`config.mk`:
```
export PLATFORM = sky130hd
export DESIGN_NAME = flash_host
export DESIGN_NICKNAME = d
export VERILOG_FILES = /design/src/rtl/flash_host_pkg.sv /design/src/rtl/flash_bus_cycle.sv /design/src/rtl/flash_host.sv
export SDC_FILE = /design/constraint.sdc
export NUM_CORES = 1
export LEC_CHECK = 0
export BUFFER_PORTS_ARGS = -buffer_cell sky130_fd_sc_hd__buf_2
export CAP_MARGIN = 40
export CORE_AREA = 2 2 130 132
export CTS_CLUSTER_DIAMETER = 100
export DETAILED_ROUTE_END_ITERATION = 16
export DIE_AREA = 0 0 132 134
export PLACE_DENSITY_LB_ADDON = 0.08
export SLEW_MARGIN = 30
export SYNTH_ARGS = -nofsm -noshare
export SYNTH_HDL_FRONTEND = slang
export SYNTH_SLANG_ARGS = --single-unit
```
`constraint.sdc`:
```
create_clock -name clk_i -period 3.86 [get_ports clk_i]
set_clock_uncertainty 0.15 [all_clocks]
set_input_delay 0 -clock clk_i [delete_from_list [all_inputs] [get_ports clk_i]]
set_output_delay 0 -clock clk_i [all_outputs]
set_load 0.01 [all_outputs]
```
`src/rtl/flash_host_pkg.sv`:
```
// shared constants, types and register map of the flash host controller
package flash_host_pkg;
  // device geometry
  localparam int ADDR_W = 19;
  localparam int DATA_W = 16;
  localparam int BYTES = 1048576;
  localparam int WORDS = 524288;
  // command cycle codes (word addresses)
  localparam logic [ADDR_W-1:0] UNLOCK1_ADDR = 19'h00555;
  localparam logic [ADDR_W-1:0] UNLOCK2_ADDR = 19'h002aa;
  localparam logic [7:0] UNLOCK1_DATA = 8'haa;
  localparam logic [7:0] UNLOCK2_DATA = 8'h55;
  localparam logic [7:0] CMD_PROGRAM = 8'ha0;
  localparam logic [7:0] CMD_ERASE = 8'h80;
  localparam logic [7:0] CMD_SECTOR_ERASE = 8'h30;
  localparam logic [7:0] CMD_CHIP_ERASE = 8'h10;
  localparam logic [7:0] CMD_BYPASS = 8'h20;
  localparam logic [7:0] CMD_BYPASS_EXIT1 = 8'h90;
  localparam logic [7:0] CMD_BYPASS_EXIT2 = 8'h00;
  localparam logic [7:0] CMD_SUSPEND = 8'hb0;
  localparam logic [7:0] CMD_RESUME = 8'h30;
  localparam logic [7:0] CMD_RESET = 8'hf0;
  // status bit positions and the byte-mode address bit
  localparam int POLL_BIT = 7;
  localparam int TOGGLE_BIT = 6;
  localparam int ERASE_TOGGLE_BIT = 2;
  localparam int BYTE_ADDR_BIT = 15;
  // bus timing (ns) and derived cycle counts at 100 MHz
  localparam int CLK_NS = 10;
  localparam int ACCESS_NS = 70;
  localparam int WE_PULSE_NS = 35;
  localparam int RESET_PULSE_NS = 500;
  localparam logic [7:0] ACCESS_CYC = 8'((ACCESS_NS + CLK_NS - 1) / CLK_NS);
  localparam logic [7:0] WE_CYC = 8'((WE_PULSE_NS + CLK_NS - 1) / CLK_NS);
  localparam logic [7:0] RESET_CYC = 8'((RESET_PULSE_NS + CLK_NS - 1) / CLK_NS);
  // software register offsets
  localparam logic [3:0] REG_ADDR = 4'h0;
  localparam logic [3:0] REG_DATA = 4'h1;
  localparam logic [3:0] REG_CMD = 4'h2;
  localparam logic [3:0] REG_STATUS = 4'h3;
  localparam logic [3:0] REG_RDATA = 4'h4;
  localparam logic [3:0] REG_CTRL = 4'h5;
  // command codes written to REG_CMD
  typedef enum logic [3:0] {
    OP_NONE = 4'h0, OP_READ = 4'h1, OP_PROGRAM = 4'h2, OP_SECTOR_ERASE = 4'h3,
    OP_CHIP_ERASE = 4'h4, OP_BYPASS_ENTER = 4'h5, OP_BYPASS_EXIT = 4'h6,
    OP_SUSPEND = 4'h7, OP_RESUME = 4'h8, OP_RESET = 4'h9, OP_HW_RESET = 4'ha
  } op_t;
  // one bus cycle toward the flash
  typedef struct packed {
    logic write;
    logic [ADDR_W-1:0] addr;
    logic [DATA_W-1:0] data;
  } bus_req_t;
  // status seen by software
  typedef struct packed {
    logic timeout;
    logic fail;
    logic toggling;
    logic busy;
  } stat_t;
endpackage : flash_host_pkg

```
`src/rtl/flash_bus_cycle.sv`:
```
// one timed asynchronous read or write cycle on the flash pins
`timescale 1ns/1ns
module flash_bus_cycle
  import flash_host_pkg::*;
(
  // clock and reset
  input wire logic clk_i,
  input wire logic nrst_i,
  // request
  input wire logic start_i,
  input bus_req_t req_i,
  input wire logic byte_mode_i,
  output logic done_o,
  output logic [DATA_W-1:0] rdata_o,
  // pins
  output logic ce_n_o,
  output logic oe_n_o,
  output logic we_n_o,
  output logic [ADDR_W-1:0] addr_o,
  output logic [DATA_W-1:0] dq_o,
  output logic [DATA_W-1:0] dq_oe_o,
  input wire logic [DATA_W-1:0] dq_i
);
  typedef enum logic [1:0] {CY_IDLE = 2'b00, CY_SETUP = 2'b01, CY_STROBE = 2'b10, CY_HOLD = 2'b11} cy_t;
  cy_t st_r, st_nxt;
  logic [7:0] cnt_r, cnt_nxt;
  bus_req_t req_r, req_nxt;
  logic [DATA_W-1:0] rd_r, rd_nxt;
  logic done_r, done_nxt;

  ////////////////////////////////////////////////////////////////////////////
  always_comb begin
    st_nxt = st_r;
    cnt_nxt = cnt_r;
    req_nxt = req_r;
    rd_nxt = rd_r;
    done_nxt = 1'b0;
    unique case (st_r)
      CY_IDLE: begin
        if (start_i) begin
          req_nxt = req_i;
          st_nxt = CY_SETUP;
        end
      end
      CY_SETUP: begin
        cnt_nxt = req_r.write ? WE_CYC : ACCESS_CYC;
        st_nxt = CY_STROBE;
      end
      CY_STROBE: begin
        if (cnt_r <= 8'h01) begin
          // byte mode keeps only the low lane
          rd_nxt = byte_mode_i ? {8'h00, dq_i[7:0]} : dq_i; // RULE1
          st_nxt = CY_HOLD;
        end else begin
          cnt_nxt = cnt_r - 8'h01;
        end
      end
      CY_HOLD: begin
        done_nxt = 1'b1;
        st_nxt = CY_IDLE;
      end
    endcase
  end

  always_ff @(posedge clk_i) begin
    if (!nrst_i) begin
      st_r <= CY_IDLE;
      cnt_r <= 8'h00;
      req_r <= '0;
      rd_r <= '0;
      done_r <= 1'b0;
    end else begin
      st_r <= st_nxt;
      cnt_r <= cnt_nxt;
      req_r <= req_nxt;
      rd_r <= rd_nxt;
      done_r <= done_nxt;
    end
  end

  ////////////////////////////////////////////////////////////////////////////
  // address and data held across setup, strobe and hold; device latches on we rise
  assign done_o = done_r;
  assign rdata_o = rd_r;
  assign ce_n_o = (st_r == CY_IDLE);
  assign oe_n_o = !(st_r == CY_STROBE && !req_r.write);
  assign we_n_o = !(st_r == CY_STROBE && req_r.write); // RULE5
  // in byte mode dq15 carries bit 15 of the request data (zero on reads), driven as an output
  assign addr_o = req_r.addr;
  assign dq_o = byte_mode_i ? {req_r.data[BYTE_ADDR_BIT], 7'h00, req_r.data[7:0]} : req_r.data; // RULE2
  assign dq_oe_o = (st_r == CY_IDLE) ? '0 :
                   byte_mode_i ? {1'b1, 7'h00, {8{req_r.write}}} : {DATA_W{req_r.write}}; // RULE2
endmodule : flash_bus_cycle

```
`src/rtl/flash_host.sv`:
```
// host controller that issues command sequences to the boot-sector flash
`timescale 1ns/1ns
// Notes on behaviour
// RULE1 - array of 1M bytes or 512K words
// RULE2 - byte mode: dq15 becomes lowest address; the host drives it from data bit 15, zero on reads
// RULE3 - bit 6 toggles while busy or suspended
// RULE4 - bit 2 toggles in sectors chosen for erase
// RULE5 - commands are plain write cycles, latched
// RULE6 - program sequence starts self-timed program
// RULE7 - erase sequence starts self-timed erase
// RULE8 - bypass program needs two writes, not four
// RULE9 - completion seen on ready pin or polling
// RULE10 - after completion device reads array again
// RULE11 - reset pin aborts, returns to array read
// RULE12 - erase may be suspended, then resumed; host sends suspend only when idle, never during an erase
// RULE13 - protected sectors refuse program and erase
// RULE14 - temporary unprotect allows protected sector changes
// RULE15 - sector map 16K, 2x8K, 32K, 15x64K
// RULE16 - boot sectors at top or bottom
// RULE17 - shipped erased; sectors independent
// RULE18 - stable addresses put device asleep
// RULE19 - command register has no array address
// RULE20 - erased reads ones; program clears bits
module flash_host
  import flash_host_pkg::*;
#(
  parameter int POLL_LIMIT = 100000
)(
  // clock and reset
  input wire logic clk_i,
  input wire logic nrst_i,
  // software port
  input wire logic [3:0] addr_i,
  input wire logic [31:0] wdata_i,
  input wire logic wr_i,
  input wire logic rd_i,
  output logic [31:0] rdata_o,
  // flash pins
  output logic ce_n_o,
  output logic oe_n_o,
  output logic we_n_o,
  output logic reset_n_o,
  output logic byte_n_o,
  output logic [ADDR_W-1:0] addr_o,
  output logic [DATA_W-1:0] dq_o,
  output logic [DATA_W-1:0] dq_oe_o,
  input wire logic [DATA_W-1:0] dq_i,
  input wire logic ready_busy_out_i
);
  typedef enum logic [2:0] {
    H_IDLE = 3'b000, H_SEQ = 3'b001, H_WAIT = 3'b010, H_POLL = 3'b011, H_RST = 3'b100
  } host_t;

  host_t st_r, st_nxt;
  logic [ADDR_W-1:0] taddr_r, taddr_nxt;
  logic [DATA_W-1:0] tdata_r, tdata_nxt;
  op_t op_r, op_nxt;
  logic [2:0] step_r, step_nxt;
  logic [2:0] nsteps_r, nsteps_nxt;
  logic bypass_r, bypass_nxt;
  logic byte_mode_r, byte_mode_nxt;
  logic use_pin_r, use_pin_nxt;
  stat_t stat_r, stat_nxt;
  logic [DATA_W-1:0] rdreg_r, rdreg_nxt;
  logic [DATA_W-1:0] prev_r, prev_nxt;
  logic [31:0] pcnt_r, pcnt_nxt;
  logic [7:0] rcnt_r, rcnt_nxt;
  logic [31:0] rdata_r, rdata_nxt;
  logic cyc_start;
  bus_req_t cyc_req;
  logic cyc_done;
  logic [DATA_W-1:0] cyc_rdata;

  ////////////////////////////////////////////////////////////////////////////
  // n-th write of a command sequence; unlock cycles for bypass program are skipped by the caller
  function automatic bus_req_t seq_word(op_t op, logic [2:0] step, logic [ADDR_W-1:0] a, logic [DATA_W-1:0] d);
    bus_req_t r;
    r.write = 1'b1;
    r.addr = UNLOCK1_ADDR;
    r.data = {8'h00, UNLOCK1_DATA};
    unique case (op)
      OP_PROGRAM: begin
        if (step == 3'd1) r = '{1'b1, UNLOCK2_ADDR, {8'h00, UNLOCK2_DATA}};
        if (step == 3'd2) r.data = {8'h00, CMD_PROGRAM};
        if (step == 3'd3) r = '{1'b1, a, d}; // RULE6
      end
      OP_SECTOR_ERASE, OP_CHIP_ERASE: begin
        if (step == 3'd1 || step == 3'd4) r = '{1'b1, UNLOCK2_ADDR, {8'h00, UNLOCK2_DATA}};
        if (step == 3'd2) r.data = {8'h00, CMD_ERASE};
        if (step == 3'd5) r = (op == OP_CHIP_ERASE) ? '{1'b1, UNLOCK1_ADDR, {8'h00, CMD_CHIP_ERASE}}
                                                     : '{1'b1, a, {8'h00, CMD_SECTOR_ERASE}}; // RULE7
      end
      OP_BYPASS_ENTER: begin
        if (step == 3'd1) r = '{1'b1, UNLOCK2_ADDR, {8'h00, UNLOCK2_DATA}};
        if (step == 3'd2) r.data = {8'h00, CMD_BYPASS};
      end
      OP_BYPASS_EXIT: begin
        r = '{1'b1, a, {8'h00, (step == 3'd0) ? CMD_BYPASS_EXIT1 : CMD_BYPASS_EXIT2}};
      end
      default: r = '{1'b1, a, {8'h00, CMD_RESET}};
    endcase
    return r;
  endfunction : seq_word

  ////////////////////////////////////////////////////////////////////////////
  always_comb begin
    st_nxt = st_r;
    taddr_nxt = taddr_r;
    tdata_nxt = tdata_r;
    op_nxt = op_r;
    step_nxt = step_r;
    nsteps_nxt = nsteps_r;
    bypass_nxt = bypass_r;
    byte_mode_nxt = byte_mode_r;
    use_pin_nxt = use_pin_r;
    stat_nxt = stat_r;
    rdreg_nxt = rdreg_r;
    prev_nxt = prev_r;
    pcnt_nxt = pcnt_r;
    rcnt_nxt = rcnt_r;
    rdata_nxt = 32'h0000_0000;
    cyc_start = 1'b0;
    cyc_req = seq_word(op_r, step_r, taddr_r, tdata_r);
    if (bypass_r && op_r == OP_PROGRAM) begin
      cyc_req = (step_r == 3'd0) ? '{1'b1, UNLOCK1_ADDR, {8'h00, CMD_PROGRAM}} : '{1'b1, taddr_r, tdata_r}; // RULE8
    end
    if (wr_i) begin
      unique case (addr_i)
        REG_ADDR: taddr_nxt = wdata_i[ADDR_W-1:0];
        REG_DATA: tdata_nxt = wdata_i[DATA_W-1:0];
        REG_CTRL: begin
          byte_mode_nxt = wdata_i[0]; // RULE2
          use_pin_nxt = wdata_i[1];
        end
        default: ;
      endcase
    end
    if (rd_i) begin
      unique case (addr_i)
        REG_ADDR: rdata_nxt = {13'h0000, taddr_r};
        REG_DATA: rdata_nxt = {16'h0000, tdata_r};
        REG_STATUS: rdata_nxt = {27'h0000000, bypass_r, stat_r};
        REG_RDATA: rdata_nxt = {16'h0000, rdreg_r};
        REG_CTRL: rdata_nxt = {30'h00000000, use_pin_r, byte_mode_r};
        default: rdata_nxt = 32'h0000_0000;
      endcase
    end
    unique case (st_r)
      H_IDLE: begin
        if (wr_i && addr_i == REG_CMD && op_t'(wdata_i[3:0]) != OP_NONE) begin
          op_nxt = op_t'(wdata_i[3:0]);
          step_nxt = 3'd0;
          stat_nxt = '0;
          st_nxt = H_SEQ;
          unique case (op_t'(wdata_i[3:0]))
            OP_READ: nsteps_nxt = 3'd0;
            OP_PROGRAM: nsteps_nxt = bypass_r ? 3'd1 : 3'd3; // RULE8
            OP_SECTOR_ERASE, OP_CHIP_ERASE: nsteps_nxt = 3'd5;
            OP_BYPASS_ENTER: nsteps_nxt = 3'd2;
            OP_BYPASS_EXIT: nsteps_nxt = 3'd1;
            default: nsteps_nxt = 3'd0;
          endcase
          if (op_t'(wdata_i[3:0]) == OP_HW_RESET) begin
            rcnt_nxt = RESET_CYC;
            // busy covers the pulse so no command lands inside it
            stat_nxt.busy = 1'b1; // RULE11
            st_nxt = H_RST;
          end
        end
      end
      H_SEQ: begin
        cyc_start = 1'b1;
        if (op_r == OP_READ) cyc_req = '{1'b0, taddr_r, 16'h0000};
        if (op_r == OP_SUSPEND) cyc_req = '{1'b1, taddr_r, {8'h00, CMD_SUSPEND}}; // RULE12
        if (op_r == OP_RESUME) cyc_req = '{1'b1, taddr_r, {8'h00, CMD_RESUME}}; // RULE12
        stat_nxt.busy = 1'b1;
        st_nxt = H_WAIT;
      end
      H_WAIT: begin
        if (cyc_done) begin
          if (op_r == OP_READ) begin
            rdreg_nxt = cyc_rdata;
            stat_nxt.busy = 1'b0;
            st_nxt = H_IDLE;
          end else if (step_r < nsteps_r) begin
            step_nxt = step_r + 3'd1;
            st_nxt = H_SEQ;
          end else if (op_r == OP_PROGRAM || op_r == OP_SECTOR_ERASE || op_r == OP_CHIP_ERASE) begin
            // first status read seeds the toggle comparison
            op_nxt = OP_READ;
            pcnt_nxt = 32'h0000_0000;
            prev_nxt = '0;
            step_nxt = 3'd7;
            st_nxt = H_POLL;
          end else begin
            bypass_nxt = (op_r == OP_BYPASS_ENTER) ? 1'b1 : (op_r == OP_BYPASS_EXIT || op_r == OP_RESET) ? 1'b0 : bypass_r;
            stat_nxt.busy = 1'b0;
            st_nxt = H_IDLE;
          end
        end else if (st_r == H_POLL) begin
          st_nxt = H_POLL;
        end
      end
      H_POLL: begin
        // status reads while the embedded algorithm runs
        cyc_start = (step_r == 3'd7);
        cyc_req = '{1'b0, taddr_r, 16'h0000};
        if (cyc_start) step_nxt = 3'd6;
        if (cyc_done) begin
          prev_nxt = cyc_rdata;
          pcnt_nxt = pcnt_r + 32'h0000_0001;
          stat_nxt.toggling = (cyc_rdata[ERASE_TOGGLE_BIT] != prev_r[ERASE_TOGGLE_BIT]); // RULE4
          step_nxt = 3'd7;
          if (pcnt_r != 32'h0000_0000 && (use_pin_r ? ready_busy_out_i
              : cyc_rdata[TOGGLE_BIT] == prev_r[TOGGLE_BIT])) begin // RULE3 RULE9
            // done: device is back in array read; when polling, recheck data for failure
            rdreg_nxt = cyc_rdata; // RULE10
            stat_nxt.fail = cyc_rdata[POLL_BIT] != tdata_r[POLL_BIT] && tdata_r != '1 && !use_pin_r; // RULE13
            stat_nxt.busy = 1'b0;
            st_nxt = H_IDLE;
          end else if (pcnt_r >= 32'(POLL_LIMIT)) begin
            // busy stays up until the reset pulse ends
            stat_nxt.timeout = 1'b1;
            rcnt_nxt = RESET_CYC;
            st_nxt = H_RST;
          end
        end
      end
      H_RST: begin
        // pulse the reset pin to abort and return to array read
        if (rcnt_r <= 8'h01) begin
          bypass_nxt = 1'b0;
          stat_nxt.busy = 1'b0;
          st_nxt = H_IDLE;
        end else begin
          rcnt_nxt = rcnt_r - 8'h01; // RULE11
        end
      end
      default: st_nxt = H_IDLE;
    endcase
  end

  always_ff @(posedge clk_i) begin
    if (!nrst_i) begin
      st_r <= H_IDLE;
      taddr_r <= '0;
      tdata_r <= '0;
      op_r <= OP_NONE;
      step_r <= 3'd0;
      nsteps_r <= 3'd0;
      bypass_r <= 1'b0;
      byte_mode_r <= 1'b0;
      use_pin_r <= 1'b0;
      stat_r <= '0;
      rdreg_r <= '0;
      prev_r <= '0;
      pcnt_r <= 32'h0000_0000;
      rcnt_r <= 8'h00;
      rdata_r <= 32'h0000_0000;
    end else begin
      st_r <= st_nxt;
      taddr_r <= taddr_nxt;
      tdata_r <= tdata_nxt;
      op_r <= op_nxt;
      step_r <= step_nxt;
      nsteps_r <= nsteps_nxt;
      bypass_r <= bypass_nxt;
      byte_mode_r <= byte_mode_nxt;
      use_pin_r <= use_pin_nxt;
      stat_r <= stat_nxt;
      rdreg_r <= rdreg_nxt;
      prev_r <= prev_nxt;
      pcnt_r <= pcnt_nxt;
      rcnt_r <= rcnt_nxt;
      rdata_r <= rdata_nxt;
    end
  end

  ////////////////////////////////////////////////////////////////////////////
  flash_bus_cycle u_cycle (
    .clk_i(clk_i),
    .nrst_i(nrst_i),
    .start_i(cyc_start),
    .req_i(cyc_req),
    .byte_mode_i(byte_mode_r),
    .done_o(cyc_done),
    .rdata_o(cyc_rdata),
    .ce_n_o(ce_n_o),
    .oe_n_o(oe_n_o),
    .we_n_o(we_n_o),
    .addr_o(addr_o),
    .dq_o(dq_o),
    .dq_oe_o(dq_oe_o),
    .dq_i(dq_i)
  );

  assign rdata_o = rdata_r;
  assign reset_n_o = !(st_r == H_RST); // RULE11
  assign byte_n_o = !byte_mode_r; // RULE2
endmodule : flash_host

```
* Yosys cells after proc, flatten, opt, wreduce, memory -nomap -nowiden
Index checks and enable logic that the tools add are counted.
** Word-level totals
- Bits in registers :: 213
- Bits of input ports :: 57
** Operators by class
- Muxes and demuxes :: 102
- Order comparisons :: 4
- Equal/unequal tests :: 60
- Reduce and logical (&&, ||, !) cells :: 54
- Add/sub/neg operators :: 4
** Operators by type and width (count)
- $mux 36 :: 5
- $mux 16 :: 10
- $mux 32 :: 5
- $pmux 36 s4 :: 1
- $mux 35 :: 3
- $pmux 19 s5 :: 1
- $pmux 36 s2 :: 1
- $mux 8 :: 8
- $pmux 32 s2 :: 1
- $mux 27 :: 2
- $mux 3 :: 14
- $eq 4x3->1 const B :: 9
- $mux 7 :: 5
- $add 32x1->32 const B :: 1
- $ge 32x17->1 const B :: 1
- $pmux 16 s2 :: 1
- $reduce_bool 32->1 :: 1
- $mux 4 :: 7
- $eq 4x2->1 const B :: 6
- $pmux 8 s3 :: 1
- $ne 2x2->1 const B :: 11
- $mux 1 :: 18
- $reduce_and 2->1 :: 9
- $reduce_and 6->1 :: 3
- 45 further kinds :: 100

* Depth between registers and ports, before layout
- Depth after elaboration :: 11
- Depth in mapped cells :: 10
- Gate-level depth less buffers :: 8

* Hierarchy
Synthesis repeated with hierarchy kept, for this count alone.
** Unflattened totals
- Cell total of the unflattened synthesis :: 1298
- Area, all modules :: 10154.7 µm²
** By module, submodules not included
- flash_host :: cells each 935, area an instance 7216.9 µm², seq. area each 2642.5 µm², times used 1
- flash_bus_cycle :: cells each 363, area an instance 2937.8 µm², seq. area each 1261.2 µm², times used 1

* Worst setup path before layout
OpenSTA, ideal clock, no wires.
- Kind :: reg2reg
- Start :: register u_cycle.st_r[0]
- End :: register u_cycle.cnt_r[6]
- Cell stages (with the launch flop) :: 11
- Path slack :: 1.630 ns
- Data arrival time :: 1.963 ns
- Cell sequence :: dfxtp_1 inv_1 ha_1 clkbuf_1 inv_1 or4b_4 buf_6 o21a_1 nand3_1 xor2_1 nor2_1
** On the way
- Word-level cells in the longest chain between the ends :: 3
- Elaborated cells between the ends (all ways) :: 6
- Classes of those cells :: 3 x eq/ne; 1 x mux; 2 x reduce/logical
** Ends and longest elaborated chain
- start, declared :: line flash_bus_cycle.sv:25 : cy_t st_r, st_nxt;
- start signal, assigned :: line flash_bus_cycle.sv:73 : st_r <= st_nxt;
- $eq 2x2->1 or $eq 2x1->1 (tied branches) :: line flash_bus_cycle.sv:38 : unique case (st_r)
- $ne 2x2->1 (no source line) or $reduce_bool 2->1 (tied branches)
- $reduce_and 2->1 (no source line)
- end signal, assigned :: line flash_bus_cycle.sv:74 : cnt_r <= cnt_nxt;
- end, declared :: line flash_bus_cycle.sv:26 : logic [7:0] cnt_r, cnt_nxt;
Parallel ways exist; a longest one is shown, timed or not.
A chain may end at the register's enable or synchronous reset.

* Worst setup path in the final report
- Start :: register op_r[2]
- End :: register pcnt_r[28]
** On the way
- Word-level cells in the longest chain between the ends :: 5
- Elaborated cells between the ends (all ways) :: 9
- Classes of those cells :: 6 x eq/ne; 3 x reduce/logical
** Ends and longest elaborated chain
- start, declared :: line flash_host.sv:57 : op_t op_r, op_nxt;
- start signal, assigned :: line flash_host.sv:264 : op_r <= op_nxt;
- $eq 4x2->1 :: line flash_host.sv:188 : end else if (op_r == OP_PROGRAM || op_r == OP_SECTOR_ERASE || op_r == OP_CHIP_ERASE) begin
- $logic_or 1x1->1 (2 in series) :: line flash_host.sv:188
- $ne 2x2->1 (no source line)
- $reduce_and 6->1 (no source line) *
- end signal, assigned :: line flash_host.sv:273 : pcnt_r <= pcnt_nxt;
- end, declared :: line flash_host.sv:66 : logic [31:0] pcnt_r, pcnt_nxt;
Mark *: on every way between the ends. The rest lies on a longest branch, timed or not.

==> metrics <==
status=complete, no violations; drt total wl=26.4 mm; Longest Clk Path Bufs=2; CTS tree=yes; drt first pass iters=5; die area=0.0177 mm²; crit start category=flop; Fillers=between 1,000 and 1,500; top-count cell post-synth=dfxtp_1; setup TNS=0 ps; sequential share of the synthesized area=0.392; Final Power=between 5 and 6 mW; Int Pwr=~3.4 mW; net switching power=roughly 1.7 mW; wl on met1=11.9 mm; top routing layer in use=met4; share of layout cells above drive strength 1=0.153; final worst path period need=2960 ps; fin util=0.697; Crit Path Class=flop to flop; fin. max-slew vios=0; Tcrit/Tclk final=0.766; Logic pwr share=0.218; Critical Path AT=3170 ps; root buffer cell=clkbuf_16; Post-Syn Area=0.00996 mm²; Hold Path Depth=6; met3 WL=1.58 mm; Site Rows=47; post_cts resized=0; FF-to-FF setup slack=900 ps; slew margin rel.=0.396; Least-Margin Pin Slew=897 ps; DRT antenna net count=0; crit path cell chain=or4b_4, o21ai_2, a31o_2, nand2_1, or3_1, a21oi_1; number of global-route vias before repair=8,326; Area Growth Syn to Fin=13.9%; DRC=0; RSZ-0062 raised after global routing=false; first-pass GRT wire length=42.1 mm; die height=about 130 µm; Total GRT Usage=0.293; Clk pwr share=0.343; H-tree depth=4; Yosys top cell area share=0.392; sequential power share=0.438; post-synth top area cell=dfxtp_1; Max IR drop VDD=0.000344 V; Seq cells post-synth=195; clk_lat worst skew=440 ps; Ports=145; Ys Warns=0; Levels on crit path=6; Yosys cell types=85; Clk pin slew, worst setup/hold paths=80 ps; # diodes=0; CP Buf/Inv Count=0; crit-path leading delay family=simple AND/OR/NAND/NOR gates; PD cells=449 mW/mm²; post-DR wirelength/cell=17.1 µm; Top FF cell, synth=dfxtp_1; Port-buffer cells=~120; Max-Cap Viols=0; largest net degree at the start of global routing=54; Congestion Overflow GR=0; largest cells by area after synthesis=dfxtp_1 (39%), a21oi_1 (6.3%), nand2_1 (5.7%); Switching Share=0.330; core area=~0.016 mm²; final hold vios=0; Post-Syn Instances=1,220; routability cong.=0.926; Iteration-0 DRC Markers=between 700 and 800; Post-synth EDFFs=0; Num CTS Buffers=17; Starting Density=0.612; FF-to-FF path depth=6; syn_area_per_cell=8.17 µm²; vias=9,080; Peak Freq=0.338 GHz; ys async rst share=0; HP Class=input port to flop; CP max stage delay=640 ps; CTS Sinks=195; met2 wire length=between 10 and 15 mm; CP required=approximately 4100 ps; CP max stage cell=dfxtp_1; DP HPWL=approximately 18 mm; antenna violations before repair=0; synth cell count leaders=dfxtp_1 (195), nand2_1 (151), nor2_1 (140); Worst Setup End Kind=flop; LEAKAGE=roughly 4.4 nW; # setup viols final=0; vias per inst=about 5.9; CP max FO=21; Die W=132 µm; final net count=between 1,000 and 1,500
per-layer routing:
metal	vias to the layer above	track usage
li1	4419	-
met1	4282	0.391
met2	340	0.488
met3	39	0.0472
met4	0	0.0930
met5	-	0
placed cells by master (no fill, tap or decap), drive strengths merged, types with 16 or more instances in the layout:
master and n:
dfxtp 195, and2 16, o21ai 48, nand3 28, nand4 18, inv 39
a22oi 31, buf 135, xor2 23, nor2b 17, nand2b 17, mux2i 29
dlygate4sd3 46, clkbuf 17, nor4 17, ha 19, nand2 151, nor2 140
nor3 33, a21oi 126
cell families after synthesis:
logic type	Yosys count	share of synthesized area
AOI/OAI and AO/OA	293	0.189
xor gates and xnor gates	35	0.0308
adders and majority gates	19	0.0239
buffers and inverters	150	0.0850
DFF	195	0.392
muxes	29	0.0291
other	1	0.000376
and+or+nand+nor	498	0.250
area by class of cell:
cell class	count	area, µm²	share of cell area
Timing Repair Buffer	181	1180	0.104
Inverter	32	120	0.0106
Multi-Input combinational cell	887	5280	0.465
Sequential cell	195	3900	0.344
Clock buffer	17	425	0.0375
Clock inverter	15	159	0.0140
Tap cell	220	275	0.0243
flip-flops by register name (all words and copies together) (netlist names):
signal,cells
byte_mode_r,1
stat_r,4
bypass_r,1
st_r,3
step_r,3
rcnt_r,8
taddr_r,19
u_cycle.rdata_o,16
u_cycle.done_o,1
pcnt_r,32
op_r,4
rdata_o,19
rdreg_r,16
u_cycle.st_r,2
tdata_r,16
use_pin_r,1
u_cycle.cnt_r,8
u_cycle.req_r,17
u_cycle.addr_o,19
nsteps_r,3
prev_r,2
worst min-delay path, delay by kind of cell:
| kind | cells | cell delay, ps |
|---|---|---|
| AOI/OAI and AO/OA | 3 | 350 |
| buffers and inverters | 1 | 100 |
| and+or+nand+nor | 2 | 150 |
repair_timing:
item,CTS,global route
hold buffers,46,0
hold endpoints to repair,92,0
buffers inserted,0,0
power groups by stage:
stage	registers (mW)	logic (mW)	clock network [mW]
detailed placement	2.28	1.06	0
CTS	2.23	1.09	1.76
floorplan	2.24	0.880	0
finish	2.23	1.11	1.75
global placement	2.27	1.04	0
global route	2.25	1.22	1.85
per-stage QoR:
step           cell area [µm²]  hold slack [ps]  setup WS [ps]  std cells
3_5_place_dp             10300             94.3            948       1467
4_1_cts                  11300             55.7            927       1545
2_1_floorplan            10000            -14.0           1630       1232
3_3_place_gp             10300             87.4           1040       1467
6_report                 11300             65.4            903       1547
5_1_grt                  11300              160            700       1547
final timing paths:
path                                  start                              to
min reg2reg  u_cycle.addr_o[5]$_SDFFE_PN0P_  u_cycle.addr_o[5]$_SDFFE_PN0P_
min                        ready_busy_out_i            st_r[1]$_SDFFE_PN0P_
max reg2reg            op_r[2]$_SDFFE_PN0P_         pcnt_r[28]$_SDFFE_PN0P_
max                    op_r[2]$_SDFFE_PN0P_         pcnt_r[28]$_SDFFE_PN0P_
No activity file was read; power rests on OpenSTA's default activity.
